$ cat config.mk
export PLATFORM = sky130hd
export DESIGN_NAME = pit_top
export DESIGN_NICKNAME = d
export VERILOG_FILES = /design/src/pit_pkg.sv /design/src/pit_top.sv
export SDC_FILE = /design/constraint.sdc
export NUM_CORES = 1
export LEC_CHECK = 0
export BUFFER_PORTS_ARGS = -buffer_cell sky130_fd_sc_hd__buf_2
export CELL_PAD_IN_SITES_DETAIL_PLACEMENT = 0
export CELL_PAD_IN_SITES_GLOBAL_PLACEMENT = 1
export CORE_ASPECT_RATIO = 0.6
export CORE_MARGIN = 2
export CORE_UTILIZATION = 47
export CTS_BUF_LIST = sky130_fd_sc_hd__clkbuf_8
export CTS_CLUSTER_SIZE = 30
export DETAILED_ROUTE_END_ITERATION = 12
export MAX_ROUTING_LAYER = met4
export PLACE_DENSITY_LB_ADDON = 0.1
export REMOVE_ABC_BUFFERS = 1
export SLEW_MARGIN = 20
export SYNTH_ARGS = -nofsm -noshare
export SYNTH_HDL_FRONTEND = slang
export SYNTH_HIERARCHICAL = 1
export SYNTH_SLANG_ARGS = --single-unit
$ cat constraint.sdc
create_clock -name sys_clk -period 8.3 [get_ports sys_clk]
set_input_delay 1.66 -clock sys_clk [delete_from_list [all_inputs] [get_ports sys_clk]]
set_output_delay 1.66 -clock sys_clk [all_outputs]
set_load 0.01 [all_outputs]
$ cat src/pit_pkg.sv
// package: register map, field layout, reset values and carriers
package pit_pkg;

    // register offsets on the four select lines
    localparam logic [3:0] OFF_PORT_A_DATA = 4'h0;
    localparam logic [3:0] OFF_PORT_B_DATA = 4'h1;
    localparam logic [3:0] OFF_PORT_A_DIR  = 4'h2;
    localparam logic [3:0] OFF_PORT_B_DIR  = 4'h3;
    localparam logic [3:0] OFF_TIMER_A_LOW_BYTE       = 4'h4;
    localparam logic [3:0] OFF_TIMER_A_HIGH_BYTE       = 4'h5;
    localparam logic [3:0] OFF_TIMER_B_LOW_BYTE       = 4'h6;
    localparam logic [3:0] OFF_TIMER_B_HIGH_BYTE       = 4'h7;
    localparam logic [3:0] OFF_INT_CTRL    = 4'hd;
    localparam logic [3:0] OFF_TA_CTRL     = 4'he;
    localparam logic [3:0] OFF_TB_CTRL     = 4'hf;

    // timer control register bit positions
    localparam int CTL_START    = 0;
    localparam int CTL_PB_ON    = 1;
    localparam int CTL_TOGGLE   = 2;
    localparam int CTL_ONE_SHOT = 3;
    localparam int CTL_LOAD     = 4;
    localparam int CTL_IN_LO    = 5;
    localparam int CTL_IN_HI    = 6;

    // interrupt control layout
    localparam int INT_TA     = 0;
    localparam int INT_TB     = 1;
    localparam int INT_EDGE   = 4;
    localparam int INT_SETCLR = 7;
    localparam int INT_NSRC   = 5;

    // port b lines that carry the timer outputs
    localparam int PB_TA_LINE = 6;
    localparam int PB_TB_LINE = 7;

    // reset values
    localparam logic [7:0]  RST_BYTE  = 8'h00;
    localparam logic [15:0] RST_LATCH = 16'hffff;
    localparam logic [15:0] RST_COUNT = 16'h0000;
    localparam logic [4:0]  RST_INT   = 5'h00;

    // timer b count source codes
    localparam logic [1:0] TB_SRC_BUS  = 2'h0;
    localparam logic [1:0] TB_SRC_CNT  = 2'h1;
    localparam logic [1:0] TB_SRC_TA   = 2'h2;
    localparam logic [1:0] TB_SRC_TACN = 2'h3;

    // one sample of the host bus pins
    typedef struct packed {
        logic       phi2;
        logic       selN;
        logic       rw;
        logic [3:0] regSel;
        logic [7:0] data;
    } pit_bus_t;

endpackage

$ cat src/pit_top.sv
// design: ports, interval timers and host bus decode
`timescale 1ns/100ps

// two-stage synchroniser for pin inputs
module pit_sync #(
    parameter int WIDTH = 1
) (
    // clock and reset
    input  wire logic             clk,
    input  wire logic             rstN,
    // level in and synchronised level out
    input  wire logic [WIDTH-1:0] din,
    output logic      [WIDTH-1:0] dout
);
    logic [WIDTH-1:0] meta;   // first stage, read only by second

    // two flip-flops in series
    always_ff @(posedge clk or negedge rstN) begin
        if (!rstN) begin
            meta <= '0;
            dout <= '0;
        end else begin
            meta <= din;
            dout <= meta;
        end
    end
endmodule

// one interval timer with its latch and control register
module pit_timer (
    // clock and reset
    input  wire logic        clk,
    input  wire logic        rstN,
    // register writes from the bus decode
    input  wire logic        latchLoWr,
    input  wire logic        latchHiWr,
    input  wire logic        ctrlWr,
    input  wire logic [7:0]  wrData,
    // count source and bus cycle tick
    input  wire logic        countEn,
    input  wire logic        busTick,
    // state seen by the rest of the device
    output logic [15:0]      count,
    output logic [7:0]       ctrlRead,
    output logic             underflow,
    output logic             outLevel
);
    logic [15:0] latch;       // write-only reload value
    logic [7:0]  ctrl;        // stored control bits, strobe kept zero
    logic        toggleOut;   // toggle-mode output level
    logic        pulseOut;    // pulse-mode output level
    logic        forceLoad;   // strobe written as one
    logic        startRise;   // start written while stopped
    logic        running;     // start bit state

    assign running   = ctrl[pit_pkg::CTL_START];
    assign forceLoad = ctrlWr & wrData[pit_pkg::CTL_LOAD];
    assign startRise = ctrlWr & wrData[pit_pkg::CTL_START] & ~running;
    // underflow when a count step finds zero
    assign underflow = running & countEn & (count == 16'h0000);
    // strobe bit never stored, so it reads zero
    assign ctrlRead  = ctrl;

    // latch takes the low and high byte writes
    always_ff @(posedge clk or negedge rstN) begin
        if (!rstN) begin
            latch <= pit_pkg::RST_LATCH;
        end else if (latchLoWr) begin
            latch[7:0] <= wrData;
        end else if (latchHiWr) begin
            latch[15:8] <= wrData;
        end
    end

    // control register, start cleared when a one-shot ends
    always_ff @(posedge clk or negedge rstN) begin
        if (!rstN) begin
            ctrl <= pit_pkg::RST_BYTE;
        end else if (ctrlWr) begin
            ctrl <= wrData & ~(8'h01 << pit_pkg::CTL_LOAD);
        end else if (underflow && ctrl[pit_pkg::CTL_ONE_SHOT]) begin
            ctrl[pit_pkg::CTL_START] <= 1'b0;
        end
    end

    // counter: loads win over counting
    always_ff @(posedge clk or negedge rstN) begin
        if (!rstN) begin
            count <= pit_pkg::RST_COUNT;
        end else if (forceLoad) begin
            count <= latch;
        end else if (latchHiWr && !running) begin
            // stopped: high byte write also reloads counter
            count <= {wrData, latch[7:0]};
        end else if (underflow) begin
            count <= latch;
        end else if (running && countEn) begin
            count <= count - 16'h0001;
        end
    end

    // toggle output: high on start, inverted per underflow
    always_ff @(posedge clk or negedge rstN) begin
        if (!rstN) begin
            toggleOut <= 1'b0;
        end else if (startRise) begin
            toggleOut <= 1'b1;
        end else if (underflow) begin
            toggleOut <= ~toggleOut;
        end
    end

    // pulse output: high from underflow to next bus tick
    always_ff @(posedge clk or negedge rstN) begin
        if (!rstN) begin
            pulseOut <= 1'b0;
        end else if (underflow) begin
            pulseOut <= 1'b1;
        end else if (busTick) begin
            pulseOut <= 1'b0;
        end
    end

    // select output form
    assign outLevel = ctrl[pit_pkg::CTL_TOGGLE] ? toggleOut : pulseOut;
endmodule

// top: host bus slave, two ports, two timers, interrupt flags
module pit_top (
    // clock and reset
    input  wire logic       sys_clk,
    input  wire logic       nrst,
    // host bus pins
    input  wire logic       phi2,
    input  wire logic       selN,
    input  wire logic       rw,
    input  wire logic [3:0] register_select,
    input  wire logic [7:0] hostDataIn,
    output logic      [7:0] hostDataOut,
    output logic            hostDataOe,
    // shared interrupt line, open drain
    output logic            irqOut,
    output logic            irqOe,
    // port a
    input  wire logic [7:0] portAIn,
    output logic      [7:0] portAOut,
    output logic      [7:0] portAOe,
    // port b and handshake
    input  wire logic [7:0] portBIn,
    output logic      [7:0] portBOut,
    output logic      [7:0] portBOe,
    output logic            port_b_strobe_n,
    input  wire logic       flagN,
    // external count pin
    input  wire logic       count_input
);
    logic [1:0]        rstPipe;    // reset release stages
    logic              rstN;       // released reset
    pit_pkg::pit_bus_t busRaw;     // bus pins as one word
    pit_pkg::pit_bus_t busS;       // synchronised bus
    pit_pkg::pit_bus_t busD;       // one cycle older bus
    logic [7:0]        portAS;     // synchronised port a pins
    logic [7:0]        portBS;     // synchronised port b pins
    logic [1:0]        pinS;       // synchronised count and flag
    logic [1:0]        pinD;       // delayed for edge detect
    logic              busTick;    // end of a bus clock high phase
    logic              access;     // selected access ends now
    logic              wrAcc;      // selected write
    logic              rdAcc;      // selected read
    logic [7:0]        portAData;  // port a data register
    logic [7:0]        portBData;  // port b data register
    logic [7:0]        portADir;   // port a direction
    logic [7:0]        portBDir;   // port b direction
    logic [15:0]       taCount;    // timer a counter
    logic [15:0]       tbCount;    // timer b counter
    logic [7:0]        taCtrl;     // timer a control readback
    logic [7:0]        tbCtrl;     // timer b control readback
    logic              taUnder;    // timer a underflow
    logic              tbUnder;    // timer b underflow
    logic              taOut;      // timer a output level
    logic              tbOut;      // timer b output level
    logic              taEn;       // timer a count step
    logic              tbEn;       // timer b count step
    logic              cntRise;    // count pin rising edge
    logic              flagFall;   // handshake falling edge
    logic [4:0]        intFlags;   // sticky interrupt flags
    logic [4:0]        intMask;    // interrupt enables
    logic [4:0]        intSet;     // flag set events
    logic              intPend;    // any enabled flag
    logic [7:0]        rdMux;      // selected register value
    logic [7:0]        next_portBOut; // port b line values
    logic [7:0]        next_portBOe;  // port b line enables

    // reset release through two flip-flops
    always_ff @(posedge sys_clk or negedge nrst) begin
        if (!nrst) begin
            rstPipe <= 2'b00;
        end else begin
            rstPipe <= {rstPipe[0], 1'b1};
        end
    end
    assign rstN = rstPipe[1];

    // pin synchronisers
    assign busRaw = '{phi2: phi2, selN: selN, rw: rw,
                      regSel: register_select, data: hostDataIn};
    pit_sync #(.WIDTH($bits(pit_pkg::pit_bus_t))) uBusSync (
        .clk  (sys_clk),
        .rstN (rstN),
        .din  (busRaw),
        .dout (busS)
    );
    pit_sync #(.WIDTH(16)) uPortSync (
        .clk  (sys_clk),
        .rstN (rstN),
        .din  ({portBIn, portAIn}),
        .dout ({portBS, portAS})
    );
    pit_sync #(.WIDTH(2)) uPinSync (
        .clk  (sys_clk),
        .rstN (rstN),
        .din  ({count_input, flagN}),
        .dout (pinS)
    );

    // bus and pin history for edge detection
    always_ff @(posedge sys_clk or negedge rstN) begin
        if (!rstN) begin
            busD <= '0;
            pinD <= 2'b00;   // same as synchroniser reset: no false fall
        end else begin
            busD <= busS;
            pinD <= pinS;
        end
    end

    // access taken as the high phase ends, with write data still valid
    assign busTick  = busD.phi2 & ~busS.phi2;
    assign access   = busTick & ~busD.selN;
    assign wrAcc    = access & ~busD.rw;
    assign rdAcc    = access & busD.rw;
    assign cntRise  = pinS[1] & ~pinD[1];
    assign flagFall = pinD[0] & ~pinS[0];

    // port data and direction registers
    always_ff @(posedge sys_clk or negedge rstN) begin
        if (!rstN) begin
            portAData <= pit_pkg::RST_BYTE;
            portBData <= pit_pkg::RST_BYTE;
            portADir  <= pit_pkg::RST_BYTE;
            portBDir  <= pit_pkg::RST_BYTE;
        end else if (wrAcc) begin
            unique case (busD.regSel)
                pit_pkg::OFF_PORT_A_DATA: portAData <= busD.data;
                pit_pkg::OFF_PORT_B_DATA: portBData <= busD.data;
                pit_pkg::OFF_PORT_A_DIR:  portADir  <= busD.data;
                pit_pkg::OFF_PORT_B_DIR:  portBDir  <= busD.data;
                default: ;                                    // other registers
            endcase
        end
    end

    // timer count sources
    assign taEn = taCtrl[pit_pkg::CTL_IN_LO] ? cntRise : busTick;
    always_comb begin
        unique case (tbCtrl[pit_pkg::CTL_IN_HI:pit_pkg::CTL_IN_LO])
            pit_pkg::TB_SRC_BUS:  tbEn = busTick;
            pit_pkg::TB_SRC_CNT:  tbEn = cntRise;
            pit_pkg::TB_SRC_TA:   tbEn = taUnder;
            pit_pkg::TB_SRC_TACN: tbEn = taUnder & pinS[1];
        endcase
    end

    // timer a, controlled by its own register
    pit_timer uTimerA (
        .clk       (sys_clk),
        .rstN      (rstN),
        .latchLoWr (wrAcc && busD.regSel == pit_pkg::OFF_TIMER_A_LOW_BYTE),
        .latchHiWr (wrAcc && busD.regSel == pit_pkg::OFF_TIMER_A_HIGH_BYTE),
        .ctrlWr    (wrAcc && busD.regSel == pit_pkg::OFF_TA_CTRL),
        .wrData    (busD.data),
        .countEn   (taEn),
        .busTick   (busTick),
        .count     (taCount),
        .ctrlRead  (taCtrl),
        .underflow (taUnder),
        .outLevel  (taOut)
    );

    // timer b, controlled by its own register
    pit_timer uTimerB (
        .clk       (sys_clk),
        .rstN      (rstN),
        .latchLoWr (wrAcc && busD.regSel == pit_pkg::OFF_TIMER_B_LOW_BYTE),
        .latchHiWr (wrAcc && busD.regSel == pit_pkg::OFF_TIMER_B_HIGH_BYTE),
        .ctrlWr    (wrAcc && busD.regSel == pit_pkg::OFF_TB_CTRL),
        .wrData    (busD.data),
        .countEn   (tbEn),
        .busTick   (busTick),
        .count     (tbCount),
        .ctrlRead  (tbCtrl),
        .underflow (tbUnder),
        .outLevel  (tbOut)
    );

    // interrupt flags: events set, reading clears, set wins
    always_comb begin
        intSet = '0;
        intSet[pit_pkg::INT_TA]   = taUnder;
        intSet[pit_pkg::INT_TB]   = tbUnder;
        intSet[pit_pkg::INT_EDGE] = flagFall;
    end
    always_ff @(posedge sys_clk or negedge rstN) begin
        if (!rstN) begin
            intFlags <= pit_pkg::RST_INT;
        end else if (rdAcc && busD.regSel == pit_pkg::OFF_INT_CTRL) begin
            intFlags <= intSet;
        end else begin
            intFlags <= intFlags | intSet;
        end
    end

    // mask register: bit seven chooses set or clear
    always_ff @(posedge sys_clk or negedge rstN) begin
        if (!rstN) begin
            intMask <= pit_pkg::RST_INT;
        end else if (wrAcc && busD.regSel == pit_pkg::OFF_INT_CTRL) begin
            if (busD.data[pit_pkg::INT_SETCLR]) begin
                intMask <= intMask | busD.data[4:0];
            end else begin
                intMask <= intMask & ~busD.data[4:0];
            end
        end
    end
    assign intPend = |(intFlags & intMask);

    // open-drain request: enable pulls low, output level fixed low
    always_ff @(posedge sys_clk or negedge rstN) begin
        if (!rstN) begin
            irqOut <= 1'b0;
            irqOe  <= 1'b0;
        end else begin
            irqOut <= 1'b0;
            irqOe  <= intPend;
        end
    end

    // read data selection
    always_comb begin
        unique case (busS.regSel)
            pit_pkg::OFF_PORT_A_DATA: rdMux = portAS;
            pit_pkg::OFF_PORT_B_DATA: rdMux = portBS;
            pit_pkg::OFF_PORT_A_DIR:  rdMux = portADir;
            pit_pkg::OFF_PORT_B_DIR:  rdMux = portBDir;
            pit_pkg::OFF_TIMER_A_LOW_BYTE:       rdMux = taCount[7:0];
            pit_pkg::OFF_TIMER_A_HIGH_BYTE:       rdMux = taCount[15:8];
            pit_pkg::OFF_TIMER_B_LOW_BYTE:       rdMux = tbCount[7:0];
            pit_pkg::OFF_TIMER_B_HIGH_BYTE:       rdMux = tbCount[15:8];
            pit_pkg::OFF_INT_CTRL:    rdMux = {intPend, 2'b00, intFlags};
            pit_pkg::OFF_TA_CTRL:     rdMux = taCtrl;
            pit_pkg::OFF_TB_CTRL:     rdMux = tbCtrl;
            default:                  rdMux = 8'h00;          // unused offsets 8 to c
        endcase
    end

    // host data drive only during a selected read high phase
    always_ff @(posedge sys_clk or negedge rstN) begin
        if (!rstN) begin
            hostDataOut <= 8'h00;
            hostDataOe  <= 1'b0;
        end else begin
            hostDataOut <= rdMux;
            hostDataOe  <= busS.phi2 & ~busS.selN & busS.rw;
        end
    end

    // port b strobe: low from the access to the next bus tick
    always_ff @(posedge sys_clk or negedge rstN) begin
        if (!rstN) begin
            port_b_strobe_n <= 1'b1;
        end else if (access && busD.regSel == pit_pkg::OFF_PORT_B_DATA) begin
            port_b_strobe_n <= 1'b0;
        end else if (busTick) begin
            port_b_strobe_n <= 1'b1;
        end
    end

    // port b lines with timer overrides
    always_comb begin
        next_portBOut = portBData;
        next_portBOe  = portBDir;
        if (taCtrl[pit_pkg::CTL_PB_ON]) begin
            next_portBOut[pit_pkg::PB_TA_LINE] = taOut;
            next_portBOe[pit_pkg::PB_TA_LINE]  = 1'b1;
        end
        if (tbCtrl[pit_pkg::CTL_PB_ON]) begin
            next_portBOut[pit_pkg::PB_TB_LINE] = tbOut;
            next_portBOe[pit_pkg::PB_TB_LINE]  = 1'b1;
        end
    end

    // port pin drivers, all inputs after reset
    always_ff @(posedge sys_clk or negedge rstN) begin
        if (!rstN) begin
            portAOut <= 8'h00;
            portAOe  <= 8'h00;
            portBOut <= 8'h00;
            portBOe  <= 8'h00;
        end else begin
            portAOut <= portAData;
            portAOe  <= portADir;
            portBOut <= next_portBOut;
            portBOe  <= next_portBOe;
        end
    end
endmodule

# After elaboration in Yosys (flattened, before gate mapping)
# Index checks and enable logic that the tools add are counted.
# totals
input_bits,35
wordCells,172
output_inout_bits,44
register_bits,252
# op_classes
bitwise,36
n_addsub,2
n_reduce_logical,38
mux,32
n_eq_ne,23
# op_table
cell,n
16-bit 2-to-1 mux,8
8-bit case mux with 11 select lines,1
"4-bit by 3-bit == test with 1-bit output, second input constant",8
16-bit zero test,2
"16-bit by 1-bit subtractor with 16-bit output, second input constant",2
"4-bit == test, second input constant",6
1-bit 2-to-1 mux,20
1-bit AND,19
"4-bit by 2-bit == test with 1-bit output, second input constant",4
1-bit logical AND,15
2-bit nonzero test,7
1-bit inverter,12
2-bit AND reduction,6
5-bit AND,2
5-bit 2-to-1 mux,2
5-bit bitwise OR,2
"4-bit by 1-bit == test with 1-bit output, second input constant",2
4-bit zero test,2
4-bit nonzero test,2
5-bit inverter,1
5-bit OR reduction,1
"2-bit == test, second input constant",2
1-bit case mux with 4 select lines,1
"2-bit by 1-bit == test with 1-bit output, second input constant",1
other kinds (2),3

# Longest topological paths before layout
# depth
word_depth,12
mapped_depth,14
depth_no_buf,14

# Modules after synthesis
# The synthesis kept the hierarchy.
# modules_own_cells
mod,n_inst,area_per_inst_um2,cells_per_inst,seq_area_each_um2
pit_timer,2,2282.2,218,1046.0
pit_top,1,4181.5,324,2503.7
pit_sync (uPortSync),1,800.8,32,800.8
pit_sync (uBusSync),1,750.7,30,750.7
pit_sync (uPinSync),1,100.1,4,100.1

# Least setup slack after synthesis
# OpenSTA, ideal clock, no wires.
# synth_timing
kind,reg2reg
from,register uBusSync.dout[14]
to,register uTimerB.count[4]
path_slack_ns,5.624
setup_time_ns,0.071
stages_incl_launch_ff,14
synth_period_minus_slack_ns,2.676
t_arrival_ns,2.605
path_buffers,1
required_time_ns,8.229
cell_sequence,dfrtp_1 > nand2b_4 > o21ai_0 > nand2_1 > and2b_2 > nand2_4 > clkinv_4 > mux2i_1 > a21oi_1 > nand2_1 > and3_4 > buf_6 > or4_1 > nand4_1
# synth_via
elab_chain_cells,12
word_cells_on_any_way,20
classes_between,mux (5); bitwise (10); reduce/logical (5)
# synth_lines
element,line_no,text
start: declaration,pit_top.sv:13,output logic [WIDTH-1:0] dout
start signal: assignment,pit_top.sv:24,dout <= meta;
1-bit inverter *,pit_top.sv:238,assign busTick = busD.phi2 & ~busS.phi2;
1-bit AND *,pit_top.sv:238,
1-bit 2-to-1 mux *,pit_top.sv:264,assign taEn = taCtrl[pit_pkg::CTL_IN_LO] ? cntRise : busTick;
via taEn,pit_top.sv:182,logic taEn;
1-bit AND * (2 in series),pit_top.sv:60,assign underflow = running & countEn & (count == 16'h0000);
via taUnder,pit_top.sv:178,logic taUnder;
1-bit AND,pit_top.sv:270,pit_pkg::TB_SRC_TACN: tbEn = taUnder & pinS[1];
1-bit case mux with 4 select lines *,pit_top.sv:266,unique case (tbCtrl[pit_pkg::CTL_IN_HI:pit_pkg::CTL_IN_LO])
via tbEn,pit_top.sv:183,logic tbEn;
1-bit AND (2 in series),pit_top.sv:60,
16-bit 2-to-1 mux,pit_top.sv:95,end else if (underflow) begin
16-bit 2-to-1 mux,pit_top.sv:92,end else if (latchHiWr && !running) begin
16-bit 2-to-1 mux,pit_top.sv:90,end else if (forceLoad) begin
end signal: assignment,pit_top.sv:91,count <= latch;
end signal: assignment,pit_top.sv:94,"count <= {wrData, latch[7:0]};"
end signal: assignment,pit_top.sv:96,count <= latch;
end: declaration,pit_top.sv:43,"output logic [15:0] count,"
# The timed path passes the listed nets; every way through them passes the cells marked *.
# A chain may end at the register's enable or synchronous reset.

# Worst setup path in the final report
# layout_timing
from,register uBusSync.dout[14]
to,register uTimerA.count[8]
# layout_via
elab_chain_cells,8
word_cells_on_any_way,16
classes_between,mux (4); bitwise (7); reduce/logical (5)
# layout_lines
element,line_no,text
1-bit inverter *,pit_top.sv:238,
1-bit AND *,pit_top.sv:238,
via busTick,pit_top.sv:166,logic busTick;
1-bit 2-to-1 mux / 1-bit AND (equally long branches),"pit_top.sv:264, pit_top.sv:239",
1-bit AND (on tied branches),"pit_top.sv:60, pit_top.sv:240",
1-bit AND / 1-bit logical AND (equally long branches),"pit_top.sv:60, pit_top.sv:279",
16-bit 2-to-1 mux / 1-bit logical AND (equally long branches),"pit_top.sv:95, pit_top.sv:92",
16-bit 2-to-1 mux,pit_top.sv:92,
16-bit 2-to-1 mux,pit_top.sv:90,
end signal: assignment,pit_top.sv:91,
end signal: assignment,pit_top.sv:94,
end signal: assignment,pit_top.sv:96,
end: declaration,pit_top.sv:43,
# Marks and branches as above.

==> metrics <==
status=finished clean; initial antenna violation count=2; Detailed Route WL=around 30,000 um; RSZ-0062 raised after global routing=no; PD cells=around 240 mW/mm2; Max-slew headroom=roughly 29%; detailed placement HPWL=roughly 20,000 um; Max Fanout on Critical Path=13; Avg WL per Cell=between 20 and 25 um; Synth Flop Type=dfrtp_1; area leader, netlist=dfrtp_1; CTS clk-pin slew, worst paths=approximately 70 ps; Area growth, synth to finish=13.84%; DRC Markers=0; sequential fraction of the synthesis area=60.08%; Worst Reg-to-Reg Cells=9; type of the tightest min-delay check=register to asynchronous set/reset pin; EDFF count, synth=0; Sw Ratio=approximately 28%; layout cells sized above 1=about a third; Slew Limit Fails=0; FF+latch count, synth=approximately 250; Logic pwr share=slightly above 10%; GR Overflow Total=0; Worst R2R Setup Slack=between 4000 and 5000 ps; largest net degree at the start of global routing=84; Seq pwr share=approximately half; Initial DRC Count=690; synthesized area=about 0.010 mm2; Gate Count Post-Synth=between 800 and 900; internal power=0.002062 W; Setup Slack @ Placement=a little under 5000 ps; Critical Path AT=3900 ps; part of the cycle the worst path needs=about two fifths; Clock H-tree levels=2; Fin. Hold Viols=0; top cell type's share of synthesized area=around half; height of the die=between 100 and 150 um; final setup fails=0; IO Count=79; core area=around 0.022 mm2; maxcap violations=0; Psw=0.0007945 W; Worst Max-Slew Pin Slew=roughly 1100 ps; critical path class=register to register; Peak VDD IR=~0.14 mV; synth unique cells=77; clock sink total=around 250; remaining antenna violation count after routing=0; Placed Cells=approximately 1,200; row count=42; WP data required=roughly 9000 ps; Worst R2R End=uTimerA/count[8]$_DFFE_PN0P_; CTS tree=yes; post-DR vias/cell=between 5 and 6; Starting Density=between 40% and 50%; first-pass GRT wire length=roughly 46,000 um; Clock Power Share=between 30 and 40%; GRT Total Usage=27.41%; post-CTS setup repair buffer count=0; dominant cells by area after synthesis=dfrtp_1 52%, dfstp_2 8.3%, mux2_2 8.0%; Avg Cell Area, Syn=~13 um2; worst skew pair latency=about 570 ps; CTS Root Cell=clkbuf_8; CP Launch Type=register; Vias=between 7,000 and 8,000; LEAKAGE=5.547 nW; FFs w/ async S/R, synth=100.0%; non-filler cells, final=approximately 1,200; RePlAce Congestion=between 0.8 and 0.9; utilization after layout=between 50 and 60%; reg-to-reg startpoint=uBusSync/dout[14]$_DFF_PN0_; Crit. End Element=register; YS warnings=6; post-layout min period=around 3400 ps; clock skew=25.10 ps; Post-layout nets=between 900 and 1,000; Die Wd=196.0 um; CTS buffer count=38; # hold bufs at CTS=0; worst setup margin=4870 ps; Final TNS setup=0 ps; Die Area=roughly 0.023 mm2; Buffers on Ports=77; Final Power=around 0.0029 W; Fmax=291.6 MHz; vias in the first global route=7,242; Clock Tree Buf Depth=3; First-pass DRT Iterations=8; post-CTS sizing=0
-- stage by stage --
step	cell area, um2	hold slack, ps
after CTS	11800	330.7
after global routing	11840	354.0
final	11840	317.8
after floorplan	10140	331.2
after global placement	10960	328.8
after detailed placement	10960	334.7
-- cells in the final DEF (no fill, tap or decap), types with 17 or more instances in the layout --
master	synthesis	final
a21oi_1	40	40
buf_2	11	77
inv_1	19	30
nand4_1	21	21
mux2_2	74	74
dfrtp_1	215	214
nand3_1	39	39
dfstp_2	33	33
o21ai_0	27	27
nand2_1	48	48
nor2_1	37	36
mux2i_1	17	17
clkbuf_8	0	47
-- kinds of logic after synthesis --
group	share of synthesized area, %
and+or+nand+nor	13.74
muxes	10.73
buffers and inverters	3.370
AOI/OAI and AO/OA	10.43
DFF	60.08
adders and majority gates	0.4814
other	0.1444
xor gates and xnor gates	1.011
-- registers in the layout, indices dropped and copies added (netlist names), 15 cells and up --
register and count:
uPortSync/meta 16, uPortSync/dout 16, uTimerA/count 16, uTimerB/latch 16
busD 15, uBusSync/dout 15, uTimerA/latch 16, uTimerB/count 16
uBusSync/meta 15
-- worst max-delay path by stage --
stage          cells after the start  slack, ps                            to                         start
3_5_place_dp                      13       4970  uTimerB/count[8]$_DFFE_PN0P_   uBusSync/dout[14]$_DFF_PN0_
5_1_grt                            9       4610  uTimerA/count[8]$_DFFE_PN0P_   uBusSync/dout[14]$_DFF_PN0_
4_1_cts                           13       4950  uTimerB/count[8]$_DFFE_PN0P_   uBusSync/dout[14]$_DFF_PN0_
3_3_place_gp                      13       5090  uTimerB/count[8]$_DFFE_PN0P_  uTimerA/count[1]$_DFFE_PN0P_
2_1_floorplan                      0        930             busD[0]$_DFF_PN0_          rstPipe[1]$_DFF_PN0_
6_report                           9       4870  uTimerA/count[8]$_DFFE_PN0P_   uBusSync/dout[14]$_DFF_PN0_
-- power by group through the flow --
| stage | Clock (W) | Sequential, W | Combinational (W) |
|---|---|---|---|
| 6_report | 0.00111 | 0.00146 | 0.000290 |
| 5_1_grt | 0.00120 | 0.00147 | 0.000318 |
| 4_1_cts | 0.00113 | 0.00146 | 0.000287 |
| 3_5_place_dp | 0 | 0.00148 | 0.000285 |
| 3_3_place_gp | 0 | 0.00148 | 0.000281 |
| 2_1_floorplan | 0 | 0.00145 | 0.000165 |
-- critical path, cell delays in order (launching register included) --
cell      delay (ps)
dfrtp_1          390
nand2b_4         180
inv_2            130
nand4_1          170
nor2_1           700
nand2_1          560
nand3_1          680
o22a_1           270
o211ai_1          80
o21ai_0          160
-- routing by layer --
metal	global-route usage (%)	vias up	part of all wire [%]
li1	-	3180	-
met1	43.26	3691	51
met2	35.23	304	40
met5	-	-	0
met3	5.947	59	7.8
met4	7.055	0	1.8
-- final cells by class --
class	count	area, um2
Fill cell	1870	10020
Sequential cell	248	6251
Multi-Input combinational cell	514	3807
Clock buffer	47	646.9
Timing Repair Buffer	87	480.5
Tap cell	286	357.8
Clock inverter	22	193.9
Inverter	23	96.34
Antenna cell	1	2.502
-- synth_stat cells (all sizes together), types with 5 or more instances --
cell type	n
a211oi	5
a21oi	40
a222oi	7
a31oi	6
and2	5
and3	11
buf	25
clkbuf	16
dfrtp	215
dfstp	33
inv	21
mux2	80
mux2i	17
nand2	50
nand2b	10
nand3	39
nand3b	11
nand4	21
nor2	40
nor2b	5
nor3	19
nor4	5
o211ai	9
o21ai	31
o31ai	10
xnor2	12
No activity file was read; power rests on OpenSTA's default activity.
